==> config.mk <==
export PLATFORM = sky130hd
export DESIGN_NAME = wmr_regs_heater
export DESIGN_NICKNAME = d
export VERILOG_FILES = /design/src/wmr_pkg.sv /design/src/wmr_timer_if.sv /design/src/wmr_tick.sv /design/src/wmr_sec_timer.sv /design/src/wmr_regs_heater.sv
export SDC_FILE = /design/constraint.sdc
export NUM_CORES = 1
export LEC_CHECK = 0
export ABC_AREA = 1
export BUFFER_PORTS_ARGS = -buffer_cell sky130_fd_sc_hd__buf_2
export CAP_MARGIN = 40
export CORE_ASPECT_RATIO = 1.2
export CORE_MARGIN = 4
export CORE_UTILIZATION = 45
export CTS_CLUSTER_DIAMETER = 40
export CTS_CLUSTER_SIZE = 12
export DETAILED_ROUTE_END_ITERATION = 8
export PLACE_DENSITY = 0.77
export SYNTH_ARGS = -nofsm -noshare
export SYNTH_HDL_FRONTEND = slang
export SYNTH_SLANG_ARGS = --single-unit
export TNS_END_PERCENT = 10
==> constraint.sdc <==
create_clock -name sys_clk_i -period 2.9 [get_ports sys_clk_i]
set_input_delay 0 -clock sys_clk_i [delete_from_list [all_inputs] [get_ports sys_clk_i]]
set_output_delay 0 -clock sys_clk_i [all_outputs]
set_load 0.01 [all_outputs]
==> src/wmr_pkg.sv <==
// Shared constants and types for the weather station register bank.
package wmr_pkg;

	// Clock and time base.
	localparam int CLK_PERIOD_NS = 25; // System clock period in ns.
	localparam int SECOND_NS = 1_000_000_000; // One second in ns.
	localparam int TICK_CYCLES_DEF = SECOND_NS / CLK_PERIOD_NS; // Cycles per one-second tick.

	// Heater and refresh intervals, in seconds.
	localparam int TMR_W = 12; // Width of the seconds timers.
	localparam logic [11:0] HOUR_S = 12'h0E10; // 3600 s of high humidity.
	localparam logic [11:0] WATCH_S = HOUR_S + 12'h0001; // Strictly longer than one hour.
	localparam logic [11:0] HEAT_S = 12'h0258; // Heater on for 600 s.
	localparam logic [11:0] COOL_S = 12'h0258; // Cool-down of 600 s.
	localparam logic [11:0] SLOW_S = 12'h04B0; // Slow refresh, 1200 s.
	localparam logic [11:0] FAST_S = 12'h0002; // Normal refresh, 2 s.

	// Humidity threshold, percent * 100 (95.00 %).
	localparam logic [15:0] HUM_LIMIT = 16'h251C;

	// Protocol constants.
	localparam logic [7:0] SLAVE_NUM = 8'h0E; // Slave number 14.
	localparam logic [7:0] FC_READ_INPUT = 8'h04; // Read input registers.
	localparam logic [7:0] FC_WRITE_COIL = 8'h05; // Write single coil.
	localparam logic [7:0] EXC_FLAG = 8'h80; // Set in the function of an exception answer.
	localparam logic [7:0] EXC_FUNC = 8'h01; // Illegal function.
	localparam logic [7:0] EXC_ADDR = 8'h02; // Illegal data address.
	localparam logic [7:0] EXC_VALUE = 8'h03; // Illegal data value.
	localparam int INPUT_REG_BASE = 30001; // Register number of data address zero.

	// Input register data addresses.
	localparam logic [15:0] REG_DEVICE_IDENTIFIER = 16'h0000;
	localparam logic [15:0] REG_WIND_DIRECTION = 16'h0001;
	localparam logic [15:0] REG_WIND_SPEED_MEAN = 16'h0002;
	localparam logic [15:0] REG_WIND_GUST_PEAK = 16'h0003;
	localparam logic [15:0] REG_PRIMARY_TEMPERATURE = 16'h0004;
	localparam logic [15:0] REG_RAIN_LAST_HOUR = 16'h0005;
	localparam logic [15:0] REG_RAIN_LAST_DAY = 16'h0006;
	localparam logic [15:0] REG_RAIN_SINCE_MIDNIGHT = 16'h0007;
	localparam logic [15:0] REG_RELATIVE_HUMIDITY = 16'h0008;
	localparam logic [15:0] REG_BAROMETRIC_PRESSURE = 16'h0009;
	localparam logic [15:0] REG_LUMINOSITY = 16'h000A;
	localparam logic [15:0] REG_SNOW_FALL = 16'h000B;
	localparam logic [15:0] REG_RAIN_RAW_COUNT = 16'h000C;
	localparam logic [15:0] REG_BACKUP_TEMPERATURE = 16'h000D;
	localparam logic [15:0] REG_STATION_STATUS = 16'h000E;

	// Coil address and values.
	localparam logic [15:0] COIL_HEATER_ENABLE = 16'h0000;
	localparam logic [15:0] COIL_VAL_ON = 16'hFF00;
	localparam logic [15:0] COIL_VAL_OFF = 16'h0000;
	localparam logic COIL_RESET = 1'b0;

	// Status register bit positions.
	localparam int ST_HEATER_BIT = 0;
	localparam int ST_SLOW_BIT = 1;
	localparam int ST_ENABLE_BIT = 2;

	// Heater sequence states.
	typedef enum logic [1:0] {
		S_WATCH,
		S_LATCH,
		S_HEAT,
		S_COOL
	} wmr_heat_type;

endpackage : wmr_pkg

==> src/wmr_timer_if.sv <==
`timescale 1ns/10ps
// Control and result of one seconds timer.
interface wmr_timer_if;
	logic clear; // Restart the count at zero.
	logic tick; // One-second tick.
	logic [11:0] limit; // Count at which the timer expires.
	logic [11:0] count; // Seconds counted so far.
	logic expired; // Count has reached the limit.

	modport ctl (output clear, output tick, output limit, input count, input expired);
	modport tmr (input clear, input tick, input limit, output count, output expired);
endinterface : wmr_timer_if

==> src/wmr_tick.sv <==
`timescale 1ns/10ps
// Free-running prescaler giving a one-cycle pulse every DIV clocks.
module wmr_tick #(
	parameter int DIV = 40
) (
	// Clock and reset.
	input wire logic sys_clk_i,
	input wire logic reset_i,
	// Tick output.
	output logic tick_o
);
	// State of the prescaler.
	typedef struct packed {
		logic [31:0] cnt; // Cycles since the last tick.
		logic tick; // Tick pulse.
	} wmr_tick_type;

	wmr_tick_type st_r; // Registered state.
	wmr_tick_type st_nxt; // Next state.

	// The counter wraps at DIV-1 and fires the tick on the wrap.
	always_comb begin
		st_nxt = st_r;
		st_nxt.tick = 1'b0;
		if (st_r.cnt >= 32'(DIV - 1)) begin
			st_nxt.cnt = 32'h0000_0000;
			st_nxt.tick = 1'b1;
		end else begin
			st_nxt.cnt = st_r.cnt + 32'h0000_0001;
		end
	end

	// State register.
	always_ff @(posedge sys_clk_i or posedge reset_i) begin
		if (reset_i) begin
			st_r <= '0;
		end else begin
			st_r <= st_nxt;
		end
	end

	assign tick_o = st_r.tick;
endmodule : wmr_tick

==> src/wmr_sec_timer.sv <==
`timescale 1ns/10ps
// Seconds timer that counts ticks up to a limit and then holds.
module wmr_sec_timer (
	// Clock and reset.
	input wire logic sys_clk_i,
	input wire logic reset_i,
	// Control and result.
	wmr_timer_if.tmr tmr
);
	// State of the timer.
	typedef struct packed {
		logic [11:0] count; // Seconds counted.
	} wmr_tmr_type;

	wmr_tmr_type st_r; // Registered state.
	wmr_tmr_type st_nxt; // Next state.

	// Clear wins over a tick; counting stops at the limit.
	always_comb begin
		st_nxt = st_r;
		if (tmr.clear) begin
			st_nxt.count = 12'h000;
		end else if (tmr.tick && (st_r.count < tmr.limit)) begin
			st_nxt.count = st_r.count + 12'h001;
		end
	end

	// State register.
	always_ff @(posedge sys_clk_i or posedge reset_i) begin
		if (reset_i) begin
			st_r <= '0;
		end else begin
			st_r <= st_nxt;
		end
	end

	assign tmr.count = st_r.count;
	assign tmr.expired = (st_r.count >= tmr.limit);
endmodule : wmr_sec_timer

==> src/wmr_regs_heater.sv <==
`timescale 1ns/10ps
module wmr_regs_heater #(
	parameter int TICK_CYCLES = wmr_pkg::TICK_CYCLES_DEF, // Clocks per one-second tick.
	parameter logic [15:0] DEVICE_IDENTIFIER = 16'hD0C5 // Arbitrary identifier value.
) (
	// Clock and reset.
	input wire logic sys_clk_i,
	input wire logic reset_i,
	// Decoded request from the frame layer.
	input wire logic req_valid_i,
	input wire logic [7:0] req_slave_i,
	input wire logic [7:0] req_func_i,
	input wire logic [15:0] req_addr_i,
	input wire logic [15:0] req_data_i,
	// Answer to the frame layer.
	output logic rsp_valid_o,
	output logic [7:0] rsp_func_o,
	output logic [15:0] rsp_data_o,
	output logic rsp_exc_o,
	// Measurements from the acquisition logic.
	input wire logic [15:0] wind_direction_i,
	input wire logic [15:0] wind_speed_mean_i,
	input wire logic [15:0] wind_gust_peak_i,
	input wire logic [15:0] temp_sample_i,
	input wire logic [15:0] rain_last_hour_i,
	input wire logic [15:0] rain_last_day_i,
	input wire logic [15:0] relative_humidity_i,
	input wire logic [15:0] barometric_pressure_i,
	input wire logic [15:0] luminosity_i,
	input wire logic [15:0] rain_raw_count_i,
	input wire logic [15:0] backup_temperature_i,
	// Heater drive and primary temperature view.
	output logic heater_on_o,
	output logic [15:0] primary_temperature_o
);
	import wmr_pkg::*;

	// Whole state of the block.
	typedef struct packed {
		wmr_heat_type heat; // Heater sequence state.
		logic heater_enable_coil; // Algorithm enable coil.
		logic heater; // Heater drive.
		logic [15:0] ptemp; // Primary temperature register.
		logic rsp_valid; // Answer pulse.
		logic [7:0] rsp_func; // Answer function code.
		logic [15:0] rsp_data; // Answer data or exception code.
		logic rsp_exc; // Answer is an exception.
	} wmr_main_type;

	wmr_main_type st_r; // Registered state.
	wmr_main_type st_nxt; // Next state.
	logic tick; // One-second tick.
	logic hum_high; // Humidity above the threshold.
	logic seq_active; // Heater sequence running.
	logic refresh_fire; // Slow or fast refresh is due.
	logic latch_now; // Temperature latched before heating.
	logic [15:0] status_word; // Status register contents.
	logic [15:0] rd_data; // Read mux output.
	logic rd_ok; // Read address is mapped.

	wmr_timer_if seq_tmr (); // Hour, heat and cool timer.
	wmr_timer_if ref_tmr (); // Temperature refresh timer.

	// One-second time base shared by both timers.
	wmr_tick #(
		.DIV(TICK_CYCLES)
	) u_tick (
		.sys_clk_i(sys_clk_i),
		.reset_i(reset_i),
		.tick_o(tick)
	);

	// Sequence timer.
	wmr_sec_timer u_seq_tmr (
		.sys_clk_i(sys_clk_i),
		.reset_i(reset_i),
		.tmr(seq_tmr.tmr)
	);

	// Refresh timer.
	wmr_sec_timer u_ref_tmr (
		.sys_clk_i(sys_clk_i),
		.reset_i(reset_i),
		.tmr(ref_tmr.tmr)
	);

	// Status word and the read mux over the input registers.
	always_comb begin
		status_word = 16'h0000;
		status_word[ST_HEATER_BIT] = st_r.heater;
		status_word[ST_SLOW_BIT] = seq_active;
		status_word[ST_ENABLE_BIT] = st_r.heater_enable_coil;
		rd_ok = 1'b1;
		// Wire address is the register number minus the base.
		case (req_addr_i)
			REG_DEVICE_IDENTIFIER: rd_data = DEVICE_IDENTIFIER;
			REG_WIND_DIRECTION: rd_data = wind_direction_i;
			REG_WIND_SPEED_MEAN: rd_data = wind_speed_mean_i;
			REG_WIND_GUST_PEAK: rd_data = wind_gust_peak_i;
			REG_PRIMARY_TEMPERATURE: rd_data = st_r.ptemp;
			REG_RAIN_LAST_HOUR: rd_data = rain_last_hour_i;
			REG_RAIN_LAST_DAY: rd_data = rain_last_day_i;
			REG_RAIN_SINCE_MIDNIGHT: rd_data = 16'h0000; // Not implemented, reads zero.
			REG_RELATIVE_HUMIDITY: rd_data = relative_humidity_i;
			REG_BAROMETRIC_PRESSURE: rd_data = barometric_pressure_i;
			REG_LUMINOSITY: rd_data = luminosity_i;
			REG_SNOW_FALL: rd_data = 16'h0000; // Not implemented, reads zero.
			REG_RAIN_RAW_COUNT: rd_data = rain_raw_count_i;
			REG_BACKUP_TEMPERATURE: rd_data = backup_temperature_i;
			REG_STATION_STATUS: rd_data = status_word;
			default: begin
				rd_data = 16'h0000;
				rd_ok = 1'b0;
			end
		endcase
	end

	// Heater sequence, temperature refresh and request handling.
	always_comb begin
		st_nxt = st_r;
		st_nxt.rsp_valid = 1'b0;
		hum_high = (relative_humidity_i > HUM_LIMIT);
		seq_active = (st_r.heat != S_WATCH);
		latch_now = 1'b0;
		seq_tmr.tick = tick;
		ref_tmr.tick = tick;
		seq_tmr.clear = 1'b0;
		ref_tmr.clear = 1'b0;
		// Watch, heat and cool each time their own interval; latch takes the heat limit.
		case (st_r.heat)
			S_WATCH: seq_tmr.limit = WATCH_S;
			S_COOL: seq_tmr.limit = COOL_S;
			default: seq_tmr.limit = HEAT_S;
		endcase
		// Refresh every 20 minutes while a sequence runs, else every 2 s.
		ref_tmr.limit = seq_active ? SLOW_S : FAST_S;
		if (!st_r.heater_enable_coil) begin
			// Disabled: idle and hold the timer at zero.
			st_nxt.heat = S_WATCH;
			seq_tmr.clear = 1'b1;
		end else begin
			case (st_r.heat)
				S_WATCH: begin
					// Humid time must be unbroken; a dry moment restarts it.
					if (!hum_high) begin
						seq_tmr.clear = 1'b1;
					end else if (seq_tmr.expired) begin
						st_nxt.heat = S_LATCH;
						seq_tmr.clear = 1'b1;
					end
				end
				S_LATCH: begin
					// Store the ambient temperature before the sensor warms.
					latch_now = 1'b1;
					st_nxt.heat = S_HEAT;
					seq_tmr.clear = 1'b1;
				end
				S_HEAT: begin
					// Heater on for the full heating interval.
					if (seq_tmr.expired) begin
						st_nxt.heat = S_COOL;
						seq_tmr.clear = 1'b1;
					end
				end
				S_COOL: begin
					// After cool-down, heat again or go back to watching.
					if (seq_tmr.expired) begin
						st_nxt.heat = hum_high ? S_LATCH : S_WATCH;
						seq_tmr.clear = 1'b1;
					end
				end
				default: begin
					st_nxt.heat = S_WATCH;
					seq_tmr.clear = 1'b1;
				end
			endcase
		end
		st_nxt.heater = (st_nxt.heat == S_HEAT);
		// The latch also restarts the slow refresh interval.
		refresh_fire = ref_tmr.expired;
		if (latch_now || refresh_fire) begin
			st_nxt.ptemp = temp_sample_i;
			ref_tmr.clear = 1'b1;
		end
		// Requests to other slave numbers are ignored silently.
		if (req_valid_i && (req_slave_i == SLAVE_NUM)) begin
			st_nxt.rsp_valid = 1'b1;
			st_nxt.rsp_exc = 1'b0;
			st_nxt.rsp_func = req_func_i;
			st_nxt.rsp_data = req_data_i;
			case (req_func_i)
				FC_READ_INPUT: begin
					// Input registers are read only; unmapped addresses fault.
					if (rd_ok) begin
						st_nxt.rsp_data = rd_data;
					end else begin
						st_nxt.rsp_exc = 1'b1;
						st_nxt.rsp_data = {8'h00, EXC_ADDR};
					end
				end
				FC_WRITE_COIL: begin
					// Only coil 0 exists; the answer echoes the written value.
					if (req_addr_i != COIL_HEATER_ENABLE) begin
						st_nxt.rsp_exc = 1'b1;
						st_nxt.rsp_data = {8'h00, EXC_ADDR};
					end else if (req_data_i == COIL_VAL_ON) begin
						st_nxt.heater_enable_coil = 1'b1;
					end else if (req_data_i == COIL_VAL_OFF) begin
						st_nxt.heater_enable_coil = 1'b0;
					end else begin
						st_nxt.rsp_exc = 1'b1;
						st_nxt.rsp_data = {8'h00, EXC_VALUE};
					end
				end
				default: begin
					// Any other function is refused.
					st_nxt.rsp_exc = 1'b1;
					st_nxt.rsp_data = {8'h00, EXC_FUNC};
				end
			endcase
			if (st_nxt.rsp_exc) begin
				st_nxt.rsp_func = req_func_i | EXC_FLAG;
			end
		end
	end

	// State register; the coil powers up cleared.
	always_ff @(posedge sys_clk_i or posedge reset_i) begin
		if (reset_i) begin
			st_r <= '0;
			st_r.heat <= S_WATCH;
			st_r.heater_enable_coil <= COIL_RESET;
		end else begin
			st_r <= st_nxt;
		end
	end

	// Outputs come straight from the state register.
	assign rsp_valid_o = st_r.rsp_valid;
	assign rsp_func_o = st_r.rsp_func;
	assign rsp_data_o = st_r.rsp_data;
	assign rsp_exc_o = st_r.rsp_exc;
	assign heater_on_o = st_r.heater;
	assign primary_temperature_o = st_r.ptemp;
endmodule : wmr_regs_heater

==> results of run 1 <==
## cell type report
class | instances | share of cell area [%]
Multi-Input combinational cell | 810 | 41.9
Clock inverter | 7 | 1.23
Clock buffer | 9 | 2.43
Antenna cell | 2 | 0.0540
Inverter | 110 | 4.48
Tap cell | 208 | 2.81
Sequential cell | 103 | 27.8
Timing Repair Buffer | 314 | 19.3
## registers in the layout (all words and copies together), names as in the netlist
signal / flops
heater_on_o: 1
primary_temperature_o: 16
rsp_data_o: 16
rsp_exc_o: 1
rsp_func_o: 8
rsp_valid_o: 1
st_r: 3
u_ref_tmr.tmr.count: 12
u_seq_tmr.tmr.count: 12
u_tick.st_r: 32
u_tick.tick_o: 1
## power groups by stage
stage,Sequential [W],Combinational [W],Clock [W]
after floorplan,0.00163,0.000450,0
after global placement,0.00164,0.000668,0
after detailed placement,0.00164,0.000686,0
after CTS,0.00161,0.000718,0.00138
after global routing,0.00163,0.000801,0.00142
final,0.00161,0.000725,0.00135
## through the flow
| stage | hold WS (ns) | instance area [um2] |
|---|---|---|
| 2_1_floorplan | 0.110 | 7380 |
| 3_3_place_gp | 0.206 | 8620 |
| 3_5_place_dp | -0.0869 | 8660 |
| 4_1_cts | 0.0415 | 9260 |
| 5_1_grt | 0.0829 | 9270 |
| 6_report | 0.0471 | 9270 |
## worst max-delay path by stage
stage,from,end,slack [ns],cells after the start
6_report,st_r[44],u_seq_tmr.tmr.count[4],0.58,11
5_1_grt,st_r[44],u_seq_tmr.tmr.count[6],0.39,11
4_1_cts,st_r[44],u_seq_tmr.tmr.count[0],0.56,11
3_5_place_dp,st_r[44],u_seq_tmr.tmr.count[0],0.56,11
3_3_place_gp,st_r[44],u_seq_tmr.tmr.count[1],0.64,11
2_1_floorplan,reset_i,heater_on_o,0.20,1
## per-layer routing
layer  GRT usage (%)  vias up  share of wire [%]
met5               0        -                  0
met4            14.9        0                5.9
met3            4.71       95                6.6
met2            47.6      363                 50
met1            28.9     3792                 37
li1                -     4062                  -
## synthesized netlist by cell type (2+ instances only)
cell type and number:
a21o_1 2, nand3b_1 2, ha_1 5, o211ai_1 4
inv_1 109, nand3_1 200, nor3b_1 3, clkbuf_1 11
nor4_1 11, xnor2_1 6, nor2_1 145, o21ai_0 52
nand2_1 236, a31oi_1 8, buf_2 23, xor2_1 18
or2_2 2, o21ai_1 2, and3_1 6, buf_6 2
dfrtp_1 103, nor3_1 28, nand4_1 28, nor2_2 18
a21oi_1 13, buf_4 46, nand2_2 3, nand3_2 3
## kinds of logic (layout without fill, tap and decap cells)
family,Yosys count,in the layout,share of synthesized area (%)
and+or+nand+nor,688,688,42.1
adders and majority gates,5,5,0.850
other,1,9,0.0509
DFF,103,103,35.0
xor gates and xnor gates,24,24,2.86
AOI/OAI and AO/OA,86,86,6.37
buffers and inverters,193,440,12.8
## worst register-to-register path: cells and delay by family, from the launching register on
family | cells | cell delay [ns]
AO/OA/AOI/OAI | 1 | 0.06
flip-flops | 1 | 0.40
buffers and inverters | 2 | 0.40
AND/OR/NAND/NOR | 7 | 1.01
adder cells (fa/ha/maj) | 1 | 0.34
==> impl_results.md, run 1 <==
* IO Count at 270
* H-Tree Depth at 3
* Final Hold Vio Count at 0
* Synth top area share at 35.0%
* Max Transition Viols Final at 0
* Clk pwr share at 36.6%
* Setup bufs post-CTS at 0
* Final period util at 80.1%
* Global-route wire length before repair at 39.2 mm
* Setup ws final at 0.576 ns
* Worst hold stages at 5
* Sequential standard cell area at 0.00258 mm2
* Slew headroom at 52.4%
* Placed cells at 1519
* Number of flops mapped to enable cells by yosys at 0
* Pwr dens at 398 mW/mm2
* Pint at 0.00262 W
* Placement Setup Slack at 0.558 ns
* R2R Path Start: st_r[44]
* Die footprint at 0.0185 mm2
* # DRC at 0
* Worst hold path type: input pin to flip-flop
* Post-Syn Instances at 1100
* Vias in the first global route at 7788
* Core Footprint at 0.0158 mm2
* Largest net degree at the start of global routing at 64
* Post-Layout Cell Count at 1563
* Clock transition at the registers of the reported paths at 0.08 ns
* Share of layout cells above drive strength 1 at 24.8%
* GRT Total Usage at 26.3%
* Sum Neg Setup Slack at 0 ns
* Most frequent cells in the layout: buf_2, nand2_1, nand3_1
* Worst EP required at 3.13 ns
* Leakage power at 4.80 nW
* CP Cell Sequence: inv_1, nand2_4, ha_1, nand3_2, nor3_4, nand3_1, nand2_2, o21ai_1, nand2_1, buf_4, nor2_2
* Row count at 50
* Max cap viols at 0
* Fmax at 430 MHz
* Synth unique cells at 39
* Post-synth ARST share at 100%
* FF+latch count, synth at 103
* Number of iterations in the first detailed-routing pass at 7
* Reg2Reg Capture Point: u_seq_tmr.tmr.count[4]
* Root buffer cell: clkbuf_16
* Register share of total power at 43.8%
* WL per Instance at 16.2 um
* PortBufs at 269
* Post-synthesis sequential area ratio at 35.0%
* Syn Area/Cell at 6.69 um2
* Yosys warning total at 0
* Placer congestion estimate at 0.966
* Post_cts resized at 0
* Detailed Place HPWL at 19.9 mm
* CP Launch Type: flip-flop
* Antenna Nets Post-Route at 0
* CP Buf/Inv Count at 2
* Comb power frac at 19.7%
* Most used DFF post-synth: dfrtp_1
* Worst R2R Path Depth at 11
* Overall power at 0.00369 W
* Status: completed
* Crit path DAT at 2.56 ns
* Die X at 125 um
* Largest cells by area after synthesis: dfrtp_1, nand3_1, nand2_1
* Most common cell after layout, fill and taps aside: buf_2
* Post-layout util at 58.5%
* Final net count at 1580
* WHS Endpoint: rsp_data_o[4]
* RSZ-0062 raised after global routing: no
* Crit Path Class: flip-flop to flip-flop
* Area of the multi-input gates at 0.00388 mm2
* GRT overflow at 0
* Clock Skew at 0.0128 ns
* Setup crit end kind: flip-flop
* Switching portion of total power at 28.8%
* Via count at 8312
* Setup violators final at 0
* Hold path startpoint: backup_temperature_i[4]
* CP peak stage delay at 0.40 ns
* Dominant cell type by area after synthesis: dfrtp_1
* Drt via density at 5.32
* Starting Density at 46.5%
* Max FO, Critical Path at 10
* Clk sinks at 103
* CP max stage cell: dfrtp_1
* CTS buffer count at 9
* Cts hold-fix bufs at 26
* Worst skew pair latency at 0.35 ns
* Family with the most delay on the worst path: simple AND/OR/NAND/NOR gates
* Reg-to-reg setup timing slack at 0.58 ns
* Post-Syn Area at 0.00736 mm2
* DR iter-0 viols at 562
* Fill cells at 1482
* Max VDD drop at 0.255 mV
* Max clock buf depth at 2
* Antenna violations before repair at 2
* Synth-to-layout area growth at 25.9%
* Switching power total at 0.00106 W
* Die height at 148 um
* CTS tree: yes
* Total Wirelength at 25.4 mm
* Post-route minimum period at 2.32 ns
* Worst Tran Pin Value at 0.713 ns
Power figures use the tool's default switching activity.
==> run 2: changes to the inputs <==
- PLACE_DENSITY: 0.77 -> 0.74
- clock period: 2.9 -> 2.32 ns (I/O delays scaled with it)
==> impl_results.md, run 2 (synthesized netlist as in run 1, its figures left out) <==
* # DRC at 0 (unchanged)
* Setup violators final at 0 (unchanged)
* Die footprint at 0.0185 mm2 (unchanged)
* Most common cell after layout, fill and taps aside: buf_2
* Max Transition Viols Final at 0 (unchanged)
* Synth-to-layout area growth at 27.4%
* Pwr dens at 496 mW/mm2 (+25%)
* Share of layout cells above drive strength 1 at 25.3% (+0.48 points)
* IO Count at 270 (unchanged)
* Clk sinks at 103 (unchanged)
* Setup crit end kind: flip-flop
* Setup bufs post-CTS at 0 (unchanged)
* Total Wirelength at 25.7 mm (+1.1%)
* Worst EP required at 2.56 ns (-0.57 ns)
* PortBufs at 269 (unchanged)
* Core Footprint at 0.0158 mm2 (unchanged)
* Max clock buf depth at 2 (unchanged)
* Max cap viols at 0 (unchanged)
* Hold path startpoint: backup_temperature_i[4]
* Worst R2R Path Depth at 11 (unchanged)
* Worst hold stages at 5 (unchanged)
* Die height at 148 um (unchanged)
* Leakage power at 4.85 nW (+0.98%)
* Design area at 0.00938 mm2 (+1.2%)
* Overall power at 0.00465 W (+26%)
* Worst skew pair latency at 0.35 ns (about the same)
* Placer congestion estimate at 0.933 (-3.5%)
* CTS tree: yes
* WHS Endpoint: rsp_data_o[4]
* DR iter-0 viols at 553 (-1.6%)
* GRT Total Usage at 27.4% (+1.2 points)
* Post-Layout Cell Count at 1569 (+0.38%)
* H-Tree Depth at 3 (unchanged)
* CP Launch Type: flip-flop
* Die X at 125 um (unchanged)
* Final Hold Vio Count at 0 (unchanged)
* Post-route minimum period at 2.14 ns (-0.187 ns)
* Worst Tran Pin Value at 0.668 ns (-0.0445 ns)
* Starting Density at 46.5% (unchanged)
* Post-layout util at 59.2% (+0.70 points)
* Worst hold path type: input pin to flip-flop
* Fmax at 468 MHz (+8.8%)
* Max FO, Critical Path at 10 (unchanged)
* Detailed Place HPWL at 20.5 mm (+2.9%)
* WL per Instance at 16.4 um (+0.75%)
* Antenna Nets Post-Route at 0 (unchanged)
* Clock transition at the registers of the reported paths at 0.07 ns (about the same)
* R2R Path Start: st_r[45]
* Max VDD drop at 0.438 mV (+72%)
* Reg-to-reg setup timing slack at 0.18 ns (-0.39 ns)
* Setup ws final at 0.183 ns (-0.393 ns)
* Crit Path Class: flip-flop to flip-flop
* Crit path DAT at 2.38 ns (-0.18 ns)
* Vias in the first global route at 8065 (+3.6%)
* Placement Setup Slack at 0.221 ns (-0.337 ns)
* Reg2Reg Capture Point: u_seq_tmr.tmr.count[11]
* Number of iterations in the first detailed-routing pass at 5 (-2)
* Final period util at 92.1% (+12 points)
* Largest net degree at the start of global routing at 104 (+63%)
* RSZ-0062 raised after global routing: yes
* Placement Cell Area at 0.00879 mm2 (+1.5%)
* Largest register FFs at 32 (unchanged)
* Drt via density at 5.27 (-0.92%)
* CP Cell Sequence: inv_1, nand2_4, ha_1, nand4_1, nand3_2, a21oi_2, nand3_2, inv_1, nand3_1, nand2_1, nor2_2
* Clock Skew at 0.0108 ns (-0.00208 ns)
* Status: completed
* Antenna violations before repair at 2 (unchanged)
* Root buffer cell: clkbuf_16
* Placed cells at 1528 (+0.59%)
* Row count at 50 (unchanged)
* Biggest register: u_tick.st_r
* CTS buffer count at 9 (unchanged)
* CP max stage cell: dfrtp_1
* CP peak stage delay at 0.45 ns (+0.05 ns)
* Most frequent cells in the layout: buf_2, nand2_1, nand3_1
* Final net count at 1587 (+0.44%)
* GRT overflow at 0 (unchanged)
* Global-route wire length before repair at 40.8 mm (+4.2%)
* Fill cells at 1532 (+3.4%)
* Via count at 8267 (-0.54%)
* Slew headroom at 55.4% (+2.9 points)
==> run 2: changes by cell type in the layout (fill, tap and decap cells not counted), moves of 2 or more <==
cell / delta
buf_12: +7
buf_4: +4
dlygate4sd3_1: -2
inv_6: -2
==> run 2: how the worst max path moves through the flow <==
stage | startpoint | end | slack [ns] | depth (start not counted)
floorplan | st_r[44] | u_seq_tmr.tmr.count[0] | 0.38 | 11
global placement | st_r[44] | u_seq_tmr.tmr.count[9] | 0.29 | 11
detailed placement | st_r[44] | u_seq_tmr.tmr.count[10] | 0.22 | 11
CTS | st_r[44] | u_seq_tmr.tmr.count[11] | 0.18 | 11
global route | st_r[45] | u_seq_tmr.tmr.count[2] | -0.005 | 11
finish | st_r[45] | u_seq_tmr.tmr.count[11] | 0.18 | 11
==> run 2: power breakdown <==
group	switching, W	internal (W)	leakage (nW)	total, W
clock network	0.000678	0.00106	0.164	0.00173
logic	0.000511	0.000387	3.30	0.000899
registers	0.0000838	0.00194	1.38	0.00202
==> run 2: per-layer routing <==
metal | share of wire [%] | vias to the layer above | track usage [%]
met3 | 7.2 | 68 | 5.96
met4 | 4.1 | 0 | 11.7
met2 | 51 | 325 | 50.3
li1 | - | 4077 | -
met1 | 37 | 3797 | 30.7
met5 | 0 | - | 0
==> run 2: final cells by class <==
type / count / area (um2) / share of cell area, %
Multi-Input combinational cell: 810 / 3880 / 41.4
Sequential cell: 103 / 2580 / 27.5
Timing Repair Buffer: 321 / 1900 / 20.2
Inverter: 110 / 417 / 4.44
Tap cell: 208 / 260 / 2.78
Clock buffer: 10 / 229 / 2.44
Clock inverter: 5 / 106 / 1.13
Antenna cell: 2 / 5.00 / 0.0534
==> run 2: repair_timing <==
action,CTS,global route
endpoints found under the setup margin,0,12
resized for setup,0,2
hold endpoints to repair,50,0
hold buffers,24,0
==> run 2: per-stage QoR <==
stage	hold WS, ns	setup TNS (ns)
2_1_floorplan	0.110	0
3_3_place_gp	0.120	0
3_5_place_dp	0.130	0
4_1_cts	0.0106	0
5_1_grt	0.0371	-0.00466
6_report	0.0179	0
==> run 2: worst max-delay path: cells and delay by family, from the launching register on <==
family	cells	cell delay, ns
AOI/OAI and AO/OA	1	0.17
DFF	1	0.45
buffers and inverters	2	0.37
and+or+nand+nor	7	0.71
adders and majority gates	1	0.33
==> run 3: changes to the inputs <==
- ABC_AREA: 1 -> 0
- PLACE_DENSITY: 0.74 -> 0.76
==> impl_results.md, run 3 <==
* Status: finished, violations left
* Failing checks: negative setup slack
* Detailed Place HPWL at 20.2 mm (-1.4%)
* Post-route minimum period at 2.43 ns (+0.298 ns)
* Synth top area share at 39.4% (+4.4 points)
* Root buffer cell: clkbuf_16
* Max VDD drop at 0.457 mV (+4.4%)
* Post-synth ARST share at 100% (unchanged)
* Total Wirelength at 25.7 mm (+0.27%)
* Sum Neg Setup Slack at -1.70 ns (-1.70 ns)
* Yosys warning total at 0 (unchanged)
* CTS buffer count at 9 (unchanged)
* Largest register FFs at 32 (unchanged)
* DR iter-0 viols at 926 (+67%)
* Most frequent cell after synthesis: dfrtp_1
* Post-layout util at 63.3% (+4.1 points)
* Clock transition at the registers of the reported paths at 0.08 ns (about the same)
* Crit Path Class: flip-flop to flip-flop
* Pwr dens at 551 mW/mm2 (+11%)
* Max clock buf depth at 2 (unchanged)
* Die footprint at 0.0165 mm2 (-10%)
* Starting Density at 45.6% (-0.92 points)
* Max FO, Critical Path at 5 (-5)
* CP peak stage delay at 0.39 ns (-0.06 ns)
* Final Hold Vio Count at 0 (unchanged)
* Worst path most repeated cell: buf_6
* Synth cell count leaders: dfrtp_1, nor2_1, nand2_1, buf_4, nor4_1
* Max cap viols at 0 (unchanged)
* Antenna Nets Post-Route at 0 (unchanged)
* Most frequent cells in the layout: buf_2, dfrtp_1, nor2_1
* Number of flops mapped to enable cells by yosys at 0 (unchanged)
* Final period util at 105% (+13 points)
* PortBufs at 269 (unchanged)
* Fmax at 411 MHz (-12%)
* Drt via density at 6.02 (+14%)
* Clk sinks at 103 (unchanged)
* Share of layout cells above drive strength 1 at 40.2% (+15 points)
* Via count at 7281 (-12%)
* Leakage power at 4.24 nW (-13%)
* Slew headroom at 54.7% (-0.67 points)
* Biggest register: u_tick.st_r
* Max Transition Viols Final at 0 (unchanged)
* Setup violators final at 16 (+16)
* # DRC at 0 (unchanged)
* Setup crit end kind: flip-flop
* Overall power at 0.00501 W (+7.6%)
* Global-route wire length before repair at 39.2 mm (-4.0%)
* Die X at 118 um (-5.3%)
* IO Count at 270 (unchanged)
* Placer congestion estimate at 0.945 (+1.3%)
* Setup ws final at -0.115 ns (-0.298 ns)
* Crit path DAT at 2.67 ns (+0.29 ns)
* Clock Skew at 0.00783 ns (-0.00293 ns)
* GRT overflow at 0 (unchanged)
* H-Tree Depth at 3 (unchanged)
* Final net count at 1258 (-21%)
* Worst EP required at 2.55 ns (about the same)
* Most common cell after layout, fill and taps aside: buf_2
* Syn Area/Cell at 9.23 um2 (+38%)
* Dominant cell type by area after synthesis: dfrtp_1
* CP max stage cell: dfrtp_1
* Largest net degree at the start of global routing at 33 (-68%)
* Vias in the first global route at 7029 (-13%)
* Synth-to-layout area growth at 38.9%
* Fill cells at 1215 (-21%)
* Most used DFF post-synth: dfrtp_1
* Worst skew pair latency at 0.35 ns (about the same)
* CP Launch Type: flip-flop
* Synth unique cells at 70 (+79%)
* GRT Total Usage at 30.2% (+2.8 points)
* CTS tree: yes
* Antenna violations before repair at 4 (+2)
* Core Footprint at 0.0144 mm2 (-9.3%)
* Number of iterations in the first detailed-routing pass at 7 (+2)
* Worst hold path type: input pin to flip-flop
* Post-Syn Instances at 709 (-36%)
* Family with the most delay on the worst path: simple AND/OR/NAND/NOR gates
* CP Buf/Inv Count at 3 (+1)
* Post-synthesis sequential area ratio at 39.4% (+4.4 points)
* FF+latch count, synth at 103 (unchanged)
* CP Cell Sequence: or2_4, inv_4, ha_4, nand2b_4, a41oi_2, or3_4, a221oi_4, buf_6, buf_6, mux2_4
* Die height at 140 um (-5.4%)
* WL per Instance at 21.3 um (+30%)
* RSZ-0062 raised after global routing: yes
* Post-Syn Area at 0.00655 mm2 (-11%)
* Row count at 48 (-4.0%)
* Largest cells by area after synthesis: dfrtp_1, buf_4, nor2_1
* Design area at 0.00909 mm2 (-3.0%)
* Worst Tran Pin Value at 0.678 ns (+0.0101 ns)
* Placement Cell Area at 0.00837 mm2 (-4.8%)
## run 3: changes by cell type after synthesis, sizes merged, moves of 12 or more
| cell | previous run | this run |
|---|---|---|
| nor3 | 29 | 17 |
| nand3 | 203 | 19 |
| nor4 | 11 | 36 |
| nor2 | 163 | 74 |
| buf | 72 | 54 |
| a22oi | 0 | 25 |
| nand2 | 240 | 70 |
| mux2 | 0 | 16 |
| inv | 109 | 11 |
| a222oi | 0 | 22 |
| o21ai | 54 | 15 |
## run 3: per-stage QoR
| step | std cells | hold slack [ns] | setup slack [ns] |
|---|---|---|---|
| after floorplan | 715 | 0.105 | -0.385 |
| after global placement | 1158 | 0.120 | -0.0989 |
| after detailed placement | 1158 | 0.127 | -0.156 |
| after CTS | 1206 | 0.00413 | -0.129 |
| after global routing | 1209 | 0.0269 | -0.216 |
| final | 1209 | 0.00546 | -0.115 |
## run 3: worst min-delay path, cell delays in order
cell and delay [ns]:
buf_2 0.08, a22oi_1 0.06, nand3_1 0.08, o21ai_1 0.06
nand2_1 0.05
## run 3: path summary, 6_finish.rpt
path	slack, ns	startpoint	cells past startpoint	to
hold reg to reg	0.48	rsp_data_o[14]	2	rsp_data_o[14]
min in group asynchronous	0.29	reset_i	3	rsp_func_o[5]
max in group asynchronous	1.31	reset_i	4	rsp_data_o[10]
hold / removal	0.005	barometric_pressure_i[14]	5	rsp_data_o[14]
setup / recovery	-0.11	st_r[45]	10	primary_temperature_o[12]
setup reg to reg	-0.11	st_r[45]	10	primary_temperature_o[12]
## run 3: final cells by class
type / count / area (um2) / share of cell area [%]
clock inverter: 7 / 88.8 / 0.977
inverter: 11 / 47.5 / 0.523
sequential: 103 / 2580 / 28.3
tap: 175 / 219 / 2.41
clock buffer: 9 / 225 / 2.48
antenna: 3 / 7.51 / 0.0826
timing repair buffer: 376 / 2290 / 25.2
multi-input combinational: 525 / 3640 / 40.0
## run 3: power by group
part           leakage, nW  switching (W)  internal [W]
registers             1.38       0.000160       0.00194
logic                 2.70       0.000562      0.000720
clock network        0.155       0.000766      0.000864
## run 3: per-layer routing
metal / vias to the layer above / track usage (%) / routed length (um)
met1: 3470 / 37.3 / 9940
li1: 3280 / - / -
met3: 93 / 7.47 / 2140
met2: 436 / 49.1 / 12200
met5: - / 0 / 13
met4: 2 / 15.6 / 1450
## run 3: what timing repair did
action / CTS / global route
setup buffers: 2 / 0
pin swaps: 3 / 1
endpoints found under the setup margin: 16 / 30
hold endpoints to repair: 51 / 0
hold buffers: 29 / 0
gates resized for setup: 12 / 5
gates cloned: 1 / 0
## run 3: cells by family after synthesis
logic type / after synthesis / share of synthesized area (%)
other: 1 / 0.0573
and+or+nand+nor: 295 / 24.2
xor gates and xnor gates: 43 / 5.75
AOI/OAI and AO/OA: 153 / 18.3
DFF: 103 / 39.4
adders and majority gates: 5 / 0.956
buffers and inverters: 87 / 7.72
muxes: 22 / 3.67
